[src/verilog/dsmo_pkg.sv]
// Purpose: shared types and constants for the dram strobe and mask outputs
// Assumes: one sdram clock domain, upstream controller issues one request
//          per cycle already sequenced to sdram timing
// Notes:   command codes are the active-low {row, col, we} strobe levels

`default_nettype none

package dsmo_pkg;

    // pin group widths
    localparam int ADDR_W       = 14;            // multiplexed address lines
    localparam int LANES        = 8;             // strobe / mask byte lanes
    localparam int RAS_COPIES   = 3;             // dedicated row strobe pins
    localparam int WE_COPIES    = 4;             // write enable pins
    localparam int DUP_LANE_A   = 1;             // lane with first duplicate
    localparam int DUP_LANE_B   = 5;             // lane with second duplicate
    localparam int COPY_BIT     = 5;             // address bit on dual pin
    localparam int SOCKET_W     = 2;             // socket number width

    // active-low strobe triples {row, col, we}
    localparam logic [2:0] ENC_NOP   = 3'h7;     // no operation
    localparam logic [2:0] ENC_ACT   = 3'h3;     // open a row
    localparam logic [2:0] ENC_READ  = 3'h5;     // column read
    localparam logic [2:0] ENC_WRITE = 3'h4;     // column write
    localparam logic [2:0] ENC_PRE   = 3'h2;     // close row(s)
    localparam logic [2:0] ENC_REF   = 3'h1;     // auto refresh
    localparam logic [2:0] ENC_MODE  = 3'h0;     // mode register set

    // reset values of the pins
    localparam logic             RST_STROBE = 1'h1;          // strobes idle
    localparam logic [LANES-1:0] RST_MASK   = 8'hFF;         // all masked
    localparam logic [ADDR_W-1:0] RST_ADDR  = 14'h0000;      // address bus
    localparam logic [SOCKET_W-1:0] SOCKET0 = 2'h0;          // near socket

    // memory commands from the sequencer
    typedef enum logic [2:0] {
        DSMO_NOP,
        DSMO_ACT,
        DSMO_READ,
        DSMO_WRITE,
        DSMO_PRE,
        DSMO_REF,
        DSMO_MODE
    } dsmo_cmd_t;

    // one request per clock from the sequencer
    typedef struct packed {
        logic                  valid;        // request present this cycle
        dsmo_cmd_t             cmd;          // command to issue
        logic                  edo_mode;     // 1: target row is edo
        logic [ADDR_W-1:0]     row_addr;     // row address for activate
        logic [ADDR_W-1:0]     col_addr;     // column address for rd/wr
        logic [LANES-1:0]      byte_en;      // sdram lane enables, high=on
        logic [LANES-1:0]      edo_cas;      // edo column strobes, high=on
        logic                  edo_we;       // edo write strobe, high=on
        logic [SOCKET_W-1:0]   socket;       // socket of current access
        logic [SOCKET_W-1:0]   next_socket;  // socket of next access
        logic                  next_valid;   // next_socket is meaningful
    } dsmo_req_t;

endpackage

`default_nettype wire

[src/verilog/dram_strobe_mask_outputs.sv]
// Purpose: drives the dram strobe, mask, write enable and address pins
// Assumes: sequencer meets sdram timing; board strap is static
// Notes:   every pin is registered on the same edge so command,
//          address and masks arrive together

`timescale 1ns/10ps
`default_nettype none

module dram_strobe_mask_outputs #(
    parameter int ADDR_W     = dsmo_pkg::ADDR_W,     // address width
    parameter int LANES      = dsmo_pkg::LANES,      // byte lanes
    parameter int RAS_COPIES = dsmo_pkg::RAS_COPIES, // row strobe pins
    parameter int WE_COPIES  = dsmo_pkg::WE_COPIES   // write enable pins
) (
    input  wire logic                sys_clk,                     // clock
    input  wire logic                rst,                         // reset
    input  wire logic                board_cfg2,                  // strap
    input  wire dsmo_pkg::dsmo_req_t req,                         // request
    output logic [LANES-1:0]         col_strobe_mask_n,           // lanes
    output logic                     col_strobe_mask_lane1_dup_n, // dup 1
    output logic                     col_strobe_mask_lane5_dup_n, // dup 5
    output logic [RAS_COPIES-1:0]    sdram_row_strobe_n,          // rows
    output logic                     row_strobe_copy3_n,          // dual
    output logic                     logical_col_strobe_n,        // column
    output logic [WE_COPIES-1:0]     write_enable_n,              // we
    output logic [ADDR_W-1:0]        primary_mem_addr,            // address
    output logic                     cfg2_active                  // strap
);

    // strap capture state
    logic                  cfg_locked;       // strap sampled since reset
    logic                  cfg2;             // latched board configuration

    // command decode wires
    logic                  req_sdram;        // sdram request this cycle
    logic                  is_act;           // activate
    logic                  is_read;          // column read
    logic                  is_write;         // column write
    logic                  is_col;           // any column access
    logic [2:0]            cmd_enc;          // active-low {row,col,we}
    logic                  next_row_n;       // next logical row strobe
    logic                  next_col_n;       // next logical column strobe
    logic                  next_we_n;        // next logical write enable

    // next pin values
    logic [LANES-1:0]      next_mask_n;      // next lane strobe / mask
    logic [ADDR_W-1:0]     next_addr;        // next multiplexed address
    logic                  socket0_hit;      // access touches socket 0

    // registered sources behind the pins
    logic [RAS_COPIES:0]   row_copies_n;     // three pins plus dual copy
    logic                  socket0_bit;      // near-socket address copy

    // strap is caught once, on the first clock after reset release
    always_ff @(posedge sys_clk) begin
        if (rst) begin
            cfg_locked <= 1'h0;
            cfg2       <= 1'h0;
        end else if (!cfg_locked) begin
            cfg_locked <= 1'h1;
            cfg2       <= board_cfg2;
        end
    end

    // request qualification
    assign req_sdram = req.valid && !req.edo_mode;
    assign is_act    = req.valid && (req.cmd == dsmo_pkg::DSMO_ACT);
    assign is_read   = req.valid && (req.cmd == dsmo_pkg::DSMO_READ);
    assign is_write  = req.valid && (req.cmd == dsmo_pkg::DSMO_WRITE);
    assign is_col    = is_read || is_write;

    // sdram command to strobe triple
    always_comb begin
        cmd_enc = dsmo_pkg::ENC_NOP;
        if (req_sdram) begin
            unique case (req.cmd)
                dsmo_pkg::DSMO_NOP:   cmd_enc = dsmo_pkg::ENC_NOP;
                dsmo_pkg::DSMO_ACT:   cmd_enc = dsmo_pkg::ENC_ACT;
                dsmo_pkg::DSMO_READ:  cmd_enc = dsmo_pkg::ENC_READ;
                dsmo_pkg::DSMO_WRITE: cmd_enc = dsmo_pkg::ENC_WRITE;
                dsmo_pkg::DSMO_PRE:   cmd_enc = dsmo_pkg::ENC_PRE;
                dsmo_pkg::DSMO_REF:   cmd_enc = dsmo_pkg::ENC_REF;
                dsmo_pkg::DSMO_MODE:  cmd_enc = dsmo_pkg::ENC_MODE;
                default:              cmd_enc = dsmo_pkg::ENC_NOP;
            endcase
        end
    end

    // split triple; edo rows drive the write strobe directly
    assign next_row_n = cmd_enc[2];
    assign next_col_n = cmd_enc[1];
    assign next_we_n  = (req.valid && req.edo_mode) ? !req.edo_we
                                                    : cmd_enc[0];

    // lane pins: edo column strobes or sdram data masks
    assign next_mask_n =
        (req.valid && req.edo_mode) ? ~req.edo_cas :
        (req_sdram && is_read)      ? ~req.byte_en :
        (req_sdram && is_write)     ? ~req.byte_en :
                                      dsmo_pkg::RST_MASK;

    // row address with activate, column with rd/wr, else hold
    assign next_addr = is_act ? req.row_addr :
                       is_col ? req.col_addr :
                                primary_mem_addr;

    // near-socket copy moves for current or next socket 0 access
    assign socket0_hit = cfg2 && req.valid &&
                         ((req.socket == dsmo_pkg::SOCKET0) ||
                          (req.next_valid &&
                           (req.next_socket == dsmo_pkg::SOCKET0)));

    // lane masks, duplicates, column strobe and address share one edge
    always_ff @(posedge sys_clk) begin
        if (rst) begin
            col_strobe_mask_n           <= dsmo_pkg::RST_MASK;
            col_strobe_mask_lane1_dup_n <= dsmo_pkg::RST_STROBE;
            col_strobe_mask_lane5_dup_n <= dsmo_pkg::RST_STROBE;
            logical_col_strobe_n        <= dsmo_pkg::RST_STROBE;
            primary_mem_addr            <= dsmo_pkg::RST_ADDR;
        end else begin
            col_strobe_mask_n           <= next_mask_n;
            col_strobe_mask_lane1_dup_n <=
                next_mask_n[dsmo_pkg::DUP_LANE_A];
            col_strobe_mask_lane5_dup_n <=
                next_mask_n[dsmo_pkg::DUP_LANE_B];
            logical_col_strobe_n        <= next_col_n;
            primary_mem_addr            <= next_addr;
        end
    end

    // row strobe onto three pins plus the dual-purpose copy
    dsmo_replicate #(
        .COPIES  (RAS_COPIES + 1),
        .RST_VAL (dsmo_pkg::RST_STROBE)
    ) u_row_copies (
        .sys_clk (sys_clk),
        .rst     (rst),
        .d       (next_row_n),
        .q       (row_copies_n)
    );

    // write enable onto its load-sharing pins
    dsmo_replicate #(
        .COPIES  (WE_COPIES),
        .RST_VAL (dsmo_pkg::RST_STROBE)
    ) u_we_copies (
        .sys_clk (sys_clk),
        .rst     (rst),
        .d       (next_we_n),
        .q       (write_enable_n)
    );

    // near-socket address bit, loaded from the same next address bit
    dsmo_socket_copy u_socket0_bit (
        .sys_clk (sys_clk),
        .rst     (rst),
        .en      (socket0_hit),
        .d       (next_addr[dsmo_pkg::COPY_BIT]),
        .q       (socket0_bit)
    );

    // pin outputs; dual pin selects between two registered sources
    assign sdram_row_strobe_n = row_copies_n[RAS_COPIES-1:0];
    assign row_strobe_copy3_n =
        cfg2 ? socket0_bit
             : row_copies_n[RAS_COPIES];
    assign cfg2_active = cfg2;
endmodule

`default_nettype wire

[src/verilog/dsmo_replicate.sv]
// Purpose: registers one logical strobe onto several identical pins
// Assumes: all copies load-share one net, so they must never differ
// Notes:   one flop per copy keeps each pin on its own driver

`timescale 1ns/10ps
`default_nettype none

module dsmo_replicate #(
    parameter int   COPIES = 3,        // number of physical copies
    parameter logic RST_VAL = 1'h1     // idle level of the pin
) (
    input  wire logic              sys_clk,  // sdram clock
    input  wire logic              rst,      // sync reset, active high
    input  wire logic              d,        // next logical level
    output logic [COPIES-1:0]      q         // physical copies
);

    // every copy loads the same next value on the same edge
    always_ff @(posedge sys_clk) begin
        if (rst) begin
            q <= {COPIES{RST_VAL}};
        end else begin
            q <= {COPIES{d}};
        end
    end
endmodule

`default_nettype wire

[src/verilog/dsmo_socket_copy.sv]
// Purpose: address bit copy that moves only when the current or next access is near-socket
// Assumes: enable is computed on the same cycle as the primary address
// Notes:   holds its last value unless the current or next access is near-socket

`timescale 1ns/10ps
`default_nettype none

module dsmo_socket_copy (
    input  wire logic sys_clk,  // sdram clock
    input  wire logic rst,      // sync reset, active high
    input  wire logic en,       // update allowed this edge
    input  wire logic d,        // same next value as primary bit
    output logic      q         // near-socket copy
);

    // load with the primary bit, otherwise keep the old level
    always_ff @(posedge sys_clk) begin
        if (rst) begin
            q <= 1'h0;
        end else if (en) begin
            q <= d;
        end
    end
endmodule

`default_nettype wire
[config.mk]
export PLATFORM = sky130hd
export DESIGN_NAME = dram_strobe_mask_outputs
export DESIGN_NICKNAME = d
export VERILOG_FILES = /design/src/verilog/dsmo_pkg.sv /design/src/verilog/dram_strobe_mask_outputs.sv /design/src/verilog/dsmo_replicate.sv /design/src/verilog/dsmo_socket_copy.sv
export SDC_FILE = /design/constraint.sdc
export NUM_CORES = 1
export LEC_CHECK = 0
export BUFFER_PORTS_ARGS = -buffer_cell sky130_fd_sc_hd__buf_2
export CORE_MARGIN = 2
export CORE_UTILIZATION = 37
export CTS_BUF_LIST = sky130_fd_sc_hd__clkbuf_8
export DETAILED_ROUTE_END_ITERATION = 6
export MAX_ROUTING_LAYER = met4
export PLACE_DENSITY = 0.81
export SYNTH_ARGS = -nofsm -noshare
export SYNTH_HDL_FRONTEND = slang
export SYNTH_HIERARCHICAL = 1
export SYNTH_SLANG_ARGS = --single-unit
export TNS_END_PERCENT = 100
[constraint.sdc]
create_clock -name sys_clk -period 1.3 [get_ports sys_clk]
set_input_delay 0.39 -clock sys_clk [delete_from_list [all_inputs] [get_ports sys_clk]]
set_output_delay 0.39 -clock sys_clk [all_outputs]
set_load 0.01 [all_outputs]
Yosys cells after proc, flatten, opt, wreduce, memory -nomap -nowiden
Index checks and enable logic that the tools add are counted.
{ "classes": {"n_eq_ne": 6, "reduce_logical": 18, "n_bitwise": 3, "muxes": 10} }
{ "op_table": {"columns": ["operator", "count"], "rows": [
  ["14-bit 2-to-1 mux", 2],
  ["8-bit 2-to-1 mux", 3],
  ["3-bit case mux with 6 select lines", 1],
  ["8-bit inverter", 2],
  ["1-bit logical AND", 10],
  ["3-bit equality test, second input constant", 3],
  ["3-bit by 2-bit equality test with 1-bit output, second input constant", 2],
  ["2-bit zero test", 2],
  ["3-bit by 1-bit equality test with 1-bit output, second input constant", 1],
  ["1-bit 2-to-1 mux", 3],
  ["3-bit 2-to-1 mux", 1],
  ["1-bit zero test", 2],
  ["1-bit logical OR", 2],
  ["2-bit nonzero test", 1],
  ["2-bit OR reduction", 1],
  ["1-bit inverter", 1]
]} }
{ "totals": {"output_inout_bits": 34, "elab_cells": 48, "inputBits": 58, "reg_bits": 30} }

Depth between registers and ports, before layout
Gate-level depths: netlist of run 1.
{ "depth": {"depth_word": 6, "mapped_depth": 6, "depth_no_buf": 5} }

Hierarchy
Netlist of run 1, hierarchy kept.
{ "by_module_without_submodules": {"columns": ["module", "instances", "cells_each", "area_each_um2", "seq_area_each_um2"], "rows": [
  ["dram_strobe_mask_outputs", 1, 111, 1114.8, 500.5],
  ["dsmo_replicate", 2, 5, 48.8, 20.0],
  ["dsmo_socket_copy", 1, 3, 33.8, 20.0]
]} }

Worst setup path before layout of run 1
OpenSTA, ideal clock, no wires.
{ "synth_timing": {"path_kind": "in2reg", "from": "input port req[53] in the netlist's numbering", "to": "register primary_mem_addr[10]", "setup_time_ps": 122, "arrival_ps": 1283, "cell_stages": 4, "path_buffers": 2, "path_slack_ps": -105, "required_time_ps": 1178, "path_cell_list": "buf_4 -> o31a_1 -> buf_6 -> a221o_1"} }
{ "synth_between": {"elab_chain_len": 4, "elab_cells_between_ends": 9, "cone_classes": "eq/ne: 3; mux: 1; reduce/logical: 5"} }
{ "synth_rtl": {"columns": ["item", "line", "rtl"], "rows": [
  ["start: declaration", "dram_strobe_mask_outputs.sv:18", "input wire dsmo_pkg::dsmo_req_t req,"],
  ["3-bit by 2-bit equality test with 1-bit output (on tied branches)", "dram_strobe_mask_outputs.sv:68, dram_strobe_mask_outputs.sv:69", null],
  ["1-bit logical AND (on tied branches)", "dram_strobe_mask_outputs.sv:68, dram_strobe_mask_outputs.sv:69", null],
  ["1-bit logical OR", "dram_strobe_mask_outputs.sv:70", "assign is_col = is_read || is_write;"],
  ["2-bit nonzero test (no line)", null, null],
  ["end signal: assignment", "dram_strobe_mask_outputs.sv:120", "primary_mem_addr <= dsmo_pkg::RST_ADDR;"],
  ["end signal: assignment", "dram_strobe_mask_outputs.sv:128", "primary_mem_addr <= next_addr;"],
  ["end: declaration", "dram_strobe_mask_outputs.sv:26", "output logic [ADDR_W-1:0] primary_mem_addr,"]
]} }
Parallel ways exist; a longest one is shown, timed or not.
A chain may end at the register's enable or synchronous reset.

Worst setup path in the final report of run 1
{ "layout_timing": {"from": "register cfg2, in the netlist cfg2_active", "to": "output port row_strobe_copy3_n"} }
{ "layout_between": {"elab_chain_len": 1} }
{ "layout_rtl": {"columns": ["item", "line", "rtl"], "rows": [
  ["start: declaration", "dram_strobe_mask_outputs.sv:32", "logic cfg2;"],
  ["start signal: assignment", "dram_strobe_mask_outputs.sv:61", "cfg2 <= board_cfg2;"],
  ["1-bit 2-to-1 mux", "dram_strobe_mask_outputs.sv:166", "cfg2 ? socket0_bit"],
  ["end: declaration", "dram_strobe_mask_outputs.sv:23", "output logic row_strobe_copy3_n,"]
]} }
Every way passes these cells.

==> results list, run 1 <==
- Number of design rule violations left after detail routing: 0
- The worst setup path is launched from a flip-flop.
- Leakage: between 0.8 and 0.9 nW
- Sinks on Clock Net: 28
* Average wire per cell in the routed design: around 12 um
- The first detailed-routing pass took 4 iterations.
- Met3 WL post-DR: 245 um
- The final reports fail on setup timing.
* Global-route wire length before repair: 4490 um
* Starting density of the core: between 30% and 40%
* Number of buffer cells added on primary ports: 91
- After synthesis, flip-flops and latches occupy between 40% and 50% of the total area.
- Number of max-slew violations in the final report: 0
- Across all hold checks on the routed design, the worst slack comes to 0.341 ns.
- Gate count after technology mapping: 124
* Largest net degree at the start of global routing: 16
* Diodes inserted: 0
- For this run, the slowest stage of the critical path takes 0.35 ns.
* I/O Pins: approximately 90
* Synth-to-Final Area Change: 44.2%
- Met2 wirelength from detailed routing: 1490 um
* Critical Path, Cell by Cell: mux2_4 > buf_6
* Number of cell rows: 21
- Placeable Area: 3280 um^2
- After detailed routing, the wire length on met1 is 1300 um.
* Post-Synthesis Mean Instance Area: 10.0 um^2
* Yosys cell types: 31
- For this block, the via count after detailed routing is 1211.
- The die covers 3850 um^2.
- Fill cells: 320
- Across all setup checks in the final design, the least slack found is -0.131 ns.
* H-tree depth: 1
* Via density per instance: 4.68
- PnR Total Power: 1.74 mW
- Type of the tightest min-delay check: in2reg
* Setup violation total in the final timing report: 1
- Worst vdd rail ir drop: roughly 0.37 mV
- Cell chosen for the clock root: sky130_fd_sc_hd__clkbuf_8
- Critical path class: reg2out
- Count of state elements after synthesis: 28
- STA puts the critical path data arrival time at 1.04 ns.
- The number of global-route vias before repair came to 1036.
- The run finished, with violations left.
- For this design, the slowest cell found on the critical path is sky130_fd_sc_hd__dfxtp_2.
* Number of antenna violations at the first check in global routing: 0
- Most used cells in the layout excluding fill and tap cells: 89 x sky130_fd_sc_hd__buf_2, 27 x sky130_fd_sc_hd__dfxtp_1, 14 x sky130_fd_sc_hd__and2_1
- Max-cap violations in this run came to 0.
- Max Clock Skew: ~0.001 ns
- The HPWL after detailed placement is between 2000 and 2500 um.
- Highest metal layer with signal wires: met4
- The worst path uses 110% of the clock period.
* Number of routed nets with antenna violations: 0
* Number of buffers created by CTS: 3
- CP delay by family, top: flip-flops
* Combined buffer and inverter count along the critical path: 1
- Fraction of layout cells with a size suffix above 1: 52.6%
- The library cell used most frequently in the layout, excluding fill and tap cells, is sky130_fd_sc_hd__buf_2.
- Counting I/O delays and the setup requirement, the final critical path takes 1.43 ns.
- Floorplan die height: about 62 um
* Total congestion overflow after global routing: 0
* Transition time of the tightest slew-check pin: between 0.5 and 0.6 ns
- Based on the critical path, the design can be clocked at up to 699 MHz.
* Routed Wire Length: 3070 um
- Post-synthesis net count: 182
- Total GRT Usage: 16.3%
* Worst endpoint required time: 0.91 ns
- STA classifies the critical path endpoint as an output port.
- Setup TNS: -0.131 ns
- Worst-path clk slew: 0.09 ns
- Headroom to the max-slew limit came out at 63.3%.
- CTS tree: yes
* Total power per unit cell area: 971 nW/um^2
- Synthesized area: 1250 um^2
* Initial DRC count: 33
* Synthesis warning total: 6
- For the worst-skew pair, the clock arrives at the later sink with an insertion delay of 0.27 ns.
- Horizontal die dimension: approximately 62 um
* Maximum net fanout on the critical path: 2
- Measured on the finished design, the core utilization comes to roughly 55%.
- The count of final hold-check violations came to 0.
- Buffer depth of the longest clock path: 2
- The final layout contains 272 nets.
* Unrepaired setup endpoints after global routing: yes
- Placer Congestion: 0.770
[synth_stat cells]
cell                        number  area share [%]
sky130_fd_sc_hd__dfxtp_1        28              45
sky130_fd_sc_hd__and2_1         14             7.0
sky130_fd_sc_hd__a221o_1        13              10
sky130_fd_sc_hd__buf_4          12             7.2
sky130_fd_sc_hd__nand2_1        10             3.0
sky130_fd_sc_hd__a22o_1          8             5.6
sky130_fd_sc_hd__nor2_1          8             2.4
sky130_fd_sc_hd__a21oi_1         4             1.6
sky130_fd_sc_hd__buf_2           2            0.80
sky130_fd_sc_hd__mux2i_1         2             1.6
sky130_fd_sc_hd__nand2b_1        2             1.0
sky130_fd_sc_hd__or2_1           2             1.0
sky130_fd_sc_hd__and3b_2         1            0.80
sky130_fd_sc_hd__and4bb_1        1             1.0
sky130_fd_sc_hd__buf_6           1            0.90
sky130_fd_sc_hd__clkbuf_1        1            0.30
sky130_fd_sc_hd__inv_1           1            0.30
sky130_fd_sc_hd__inv_2           1            0.30
sky130_fd_sc_hd__inv_4           1            0.50
sky130_fd_sc_hd__mux2_2          1            0.90
sky130_fd_sc_hd__nand4b_1        1            0.70
sky130_fd_sc_hd__nand4bb_1       1            0.90
sky130_fd_sc_hd__nor2_2          1            0.50
sky130_fd_sc_hd__nor3_1          1            0.40
sky130_fd_sc_hd__nor4bb_4        1             2.0
sky130_fd_sc_hd__o211a_1         1            0.80
sky130_fd_sc_hd__o211ai_1        1            0.60
sky130_fd_sc_hd__o21ai_0         1            0.40
sky130_fd_sc_hd__o31a_1          1            0.70
sky130_fd_sc_hd__or3_1           1            0.50
sky130_fd_sc_hd__xor2_1          1            0.70
[cells by family (layout without fill, tap and decap cells)]
| logic type | count (synthesis) | count (layout) | share of synthesized area [%] |
|---|---|---|---|
| compound gates | 29 | 29 | 20.2 |
| xor+xnor | 1 | 1 | 0.703 |
| mux | 3 | 3 | 2.51 |
| buf+inv | 19 | 108 | 10.3 |
| flops | 28 | 28 | 45.0 |
| simple gates | 44 | 44 | 21.3 |
[per-stage QoR]
| step | cells | instance area, um^2 | setup slack [ns] |
|---|---|---|---|
| floorplan | 124 | 1260 | -0.0807 |
| global placement | 253 | 1700 | -0.211 |
| detailed placement | 253 | 1700 | -0.244 |
| CTS | 258 | 1780 | -0.135 |
| global route | 259 | 1800 | -0.177 |
| finish | 259 | 1800 | -0.131 |
[layer usage]
metal  vias to the layer above  global-route usage, %
met3                         2                   2.48
met5                         -                      -
met2                        56                   28.3
met4                         0                   5.47
li1                        614                      -
met1                       539                   19.1
[area by class of cell]
class / count / area, um^2 / share of cell area (%)
inverter: 3 / 13.8 / 0.766
timing repair buffer: 101 / 543 / 30.2
multi-input combinational: 77 / 566 / 31.5
sequential: 28 / 562 / 31.3
clock buffer: 4 / 55.1 / 3.06
tap: 46 / 57.6 / 3.20
[what timing repair did]
action | in CTS | in global routing
resized for setup | 3 | 2
setup endpoints to repair | 1 | 15
pin swaps | 0 | 1
setup buffers | 1 | 1
hold buffers | 0 | 0
[sequential cells by signal (all words and copies together), names as in the netlist]
signal / cells
logical_col_strobe_n: 1
col_strobe_mask_n: 8
u_socket0_bit/q: 1
cfg2_active: 1
primary_mem_addr: 14
cfg_locked: 1
u_row_copies/q: 1
u_we_copies/q: 1
[power breakdown]
part	switching [mW]	internal [mW]	total, mW
registers	0.0183	0.895	0.914
logic	0.135	0.171	0.307
clock network	0.254	0.270	0.524
[worst paths after layout]
path | start | to | slack, ns | cells after the start
min | req[39] | primary_mem_addr[3] | 0.34 | 2
min reg2reg | primary_mem_addr[6] | primary_mem_addr[6] | 0.49 | 1
max reg2reg | cfg2_active | u_socket0_bit/q | 0.33 | 5
max | cfg2_active | row_strobe_copy3_n | -0.13 | 2
No activity file was read; power rests on OpenSTA's default activity.
==> run 2, diff against run 1 <==
--- a/config.mk
+++ b/config.mk
@@ -5,13 +5,13 @@
 export SDC_FILE = /design/constraint.sdc
 export NUM_CORES = 1
 export LEC_CHECK = 0
-export BUFFER_PORTS_ARGS = -buffer_cell sky130_fd_sc_hd__buf_2
 export CORE_MARGIN = 2
-export CORE_UTILIZATION = 37
+export CORE_UTILIZATION = 46
 export CTS_BUF_LIST = sky130_fd_sc_hd__clkbuf_8
 export DETAILED_ROUTE_END_ITERATION = 6
+export DONT_BUFFER_PORTS = 1
 export MAX_ROUTING_LAYER = met4
-export PLACE_DENSITY = 0.81
+export PLACE_DENSITY = 0.67
 export SYNTH_ARGS = -nofsm -noshare
 export SYNTH_HDL_FRONTEND = slang
 export SYNTH_HIERARCHICAL = 1
==> run 2 against run 1 <==
  * The flow still finishes with violations (setup timing)
  * Maximum frequency is 8.5% higher
  * Clock power is 29% higher
  * First-iteration DRC count is 27% lower
  * Flip-flop and latch count stayed put
  * Final cell count is 44% lower
  * Clock-buffer cell count is 1 lower
  * Sequential share of layout area is 13 points higher
  * Hold slack worse by 0.17 ns
  * Critical path type unchanged
==> results list, run 2 (synthesis results as in run 1) <==
- The initial antenna violation count came to 0 (unchanged).
- Largest net degree at the start of global routing: 17 (was 16)
* Placeable Area: 2520 um^2 (was 3280 um^2)
* PnR Total Power: 1.73 mW (was 1.74 mW)
- Run status: finished with violations (unchanged).
- The worst setup margin came to -0.0188 ns (was -0.131 ns).
- The total number of vias was 885 (was 1211).
- Share of the core filled with cells in the final layout: 50.2% (was 54.7%)
- The wire length reported by the detailed router is 2640 um (was 3070 um).
* Final standard cell count with taps included and fillers excluded: 145 (was 259)
* Estimated wirelength of the detail-placed design: 2100 um (was 2490 um)
- Worst setup SP type: flip-flop (unchanged)
* 1st-pass router iterations: 4 (unchanged)
* Commonest non-fill, non-tap cell in the layout: sky130_fd_sc_hd__dfxtp_1 (was sky130_fd_sc_hd__buf_2)
- Unrepaired setup endpoints after global routing: yes (unchanged)
- The initial core utilization came to 49.4% (was 37.9%).
* Number of routed nets with antenna violations: 0 (unchanged)
- Final Hold Violating Endpoints: 0 (unchanged)
* Synth-to-Final Area Change: 1.71% (was 44.2%)
* Transition time of the tightest slew-check pin: 0.589 ns (was 0.550 ns)
* Registers with the most flip-flops: primary_mem_addr x14, col_strobe_mask_n x8 (unchanged)
* Placed cell count: 141 (was 253)
- Worst endpoint required time: 0.91 ns (about the same)
- The register with the most flip-flops was primary_mem_addr (unchanged).
* Max Clock Freq: 758 MHz (was 699 MHz)
- The final-report setup violation count was 1 (unchanged).
- Max Clock Skew: 0.000554 ns (was 0.000994 ns)
* Via density per instance: 6.10 (was 4.68)
- The post-cts hold buffer count came to 0 (unchanged).
- The TritonCTS clock tree is yes (unchanged).
- The number of global-route vias before repair came to 870 (was 1036).
- Worst-path clk slew: 0.09 ns (about the same)
- The worst slew margin relative to its limit is 60.7% (was 63.3%).
* Diodes inserted: 0 (unchanged)
- The floorplan row count was 18 (was 21).
- Data arrival time at the worst-slack endpoint: 0.93 ns (was 1.04 ns)
- The root cell of the clock tree was sky130_fd_sc_hd__clkbuf_8 (unchanged).
- The later-pin clock latency in the skew report was 0.27 ns (about the same).
* Min Tclk post-route: 1.32 ns (was 1.43 ns)
- The final-stage net count was 174 (was 272).
* Initial DRC count: 24 (was 33)
- The total of buffers placed on input and output ports came to 0 (was 91).
- Fraction of layout cells with a size suffix above 1: 12.2% (was 52.6%)
* Total GRT Usage: 16.5% (was 16.3%)
* Number of buffers created by CTS: 3 (unchanged)
* Critical path class: reg2out (unchanged)
* DIE AREA: 3140 um^2 (was 3850 um^2)
* Final worst hold slack: 0.170 ns (was 0.341 ns)
* Leakage: 0.504 nW (was 0.890 nW)
* Critical Path, Cell by Cell: mux2_4 (was mux2_4 > buf_6)
- The routed length per placed instance was 18.2 um (was 11.8 um).
- The remaining global-route overflow was 0 (unchanged).
- The buffer depth of the longest clock path came to 2 (unchanged).
- Total non-filler cell area in the finished layout: 1270 um^2 (was 1800 um^2)
- Maximum net fanout on the critical path: 2 (unchanged)
- The count of boundary I/O pins was 92 (unchanged).
- Most used cells in the layout excluding fill and tap cells: 27 x sky130_fd_sc_hd__dfxtp_1, 14 x sky130_fd_sc_hd__and2_1, 13 x sky130_fd_sc_hd__a221o_1 (was 89 x sky130_fd_sc_hd__buf_2, 27 x sky130_fd_sc_hd__dfxtp_1, 14 x sky130_fd_sc_hd__and2_1)
- Type of the tightest min-delay check: in2reg (unchanged)
- The last weighted congestion value of the routability-driven placer came to 0.729 (was 0.770).
* Maximum Capacitance Violations: 0 (unchanged)
- The number of pins exceeding their max-slew limit in the final report came to 0 (unchanged).
- Combined buffer and inverter count along the critical path: 0 (was 1)
- The final clock period utilization by the worst path was 101% (was 110%).
* Global-route wire length before repair: 4020 um (was 4490 um)
* Horizontal die dimension: 56.1 um (was 62.0 um)
- The peak ir drop on the vdd network was 0.820 mV (was 0.367 mV).
- Worst-path cell with the longest stage delay: sky130_fd_sc_hd__dfxtp_2 (unchanged)
* Total power per unit cell area: 1370 nW/um^2 (was 971 nW/um^2)
- Fill cells: 266 (was 320)
- The standard cell area after detailed placement was 1190 um^2 (was 1700 um^2).
- Worst path max stage delay: 0.35 ns (about the same)
- The die span in y is 56.1 um (was 62.0 um).
* Number of flip-flops under the largest register name: 14 (unchanged)
- The type of element capturing the critical path was an output port (unchanged).
* CP delay by family, top: flip-flops (unchanged)
- H-tree depth: 1 (unchanged)
- Sinks on Clock Net: 28 (unchanged)
- Number of design rule violations left after detail routing: 0 (unchanged)
- Violated checks: setup timing (unchanged)
* Number of buffers inserted to repair setup after CTS: 0 (was 1)
-- run 2: power breakdown --
| part | total [mW] | leakage [nW] | switching, mW | internal, mW |
|---|---|---|---|---|
| Clock | 0.676 | 0.0357 | 0.264 | 0.412 |
| Sequential | 0.940 | 0.229 | 0.0442 | 0.896 |
| Combinational | 0.119 | 0.239 | 0.0523 | 0.0665 |
-- run 2: path summary, 6_finish.rpt --
path | from | endpoint | slack, ns | depth (start not counted)
max reg2reg | primary_mem_addr[5] | u_socket0_bit/q | 0.25 | 5
max | cfg2_active | row_strobe_copy3_n | -0.02 | 1
min | rst | cfg2_active | 0.17 | 1
min reg2reg | cfg_locked | cfg2_active | 0.53 | 2
-- run 2: repair_timing --
item / CTS / global route
setup endpoints to repair: 1 / 1
gates resized for setup: 2 / 0
cloned: 0 / 0
-- run 2: per-layer routing --
| metal | track usage (%) | share of wire [%] | vias up |
|---|---|---|---|
| li1 | - | - | 416 |
| met1 | 16.3 | 36 | 410 |
| met2 | 27.9 | 50 | 57 |
| met3 | 6.74 | 12 | 2 |
| met4 | 7.82 | 1.0 | 0 |
| met5 | - | 0 | - |
-- run 2: layout make-up --
class                           count  area [um^2]  share of cell area (%)
Tap cell                           30         37.5                    2.96
Multi-Input combinational cell     77          561                    44.2
Inverter                            3         13.8                    1.09
Timing Repair Buffer                3         22.5                    1.78
Clock inverter                      1         30.0                    2.37
Clock buffer                        3         41.3                    3.26
Sequential cell                    28          562                    44.3
-- run 2: metrics by stage --
step | TNS (ns) | setup slack (ns)
4_1_cts | -0.0279 | -0.0279
5_1_grt | -0.0460 | -0.0460
3_5_place_dp | -1.08 | -0.0924
3_3_place_gp | -0.538 | -0.0464
2_1_floorplan | -0.807 | -0.0807
6_report | -0.0188 | -0.0188
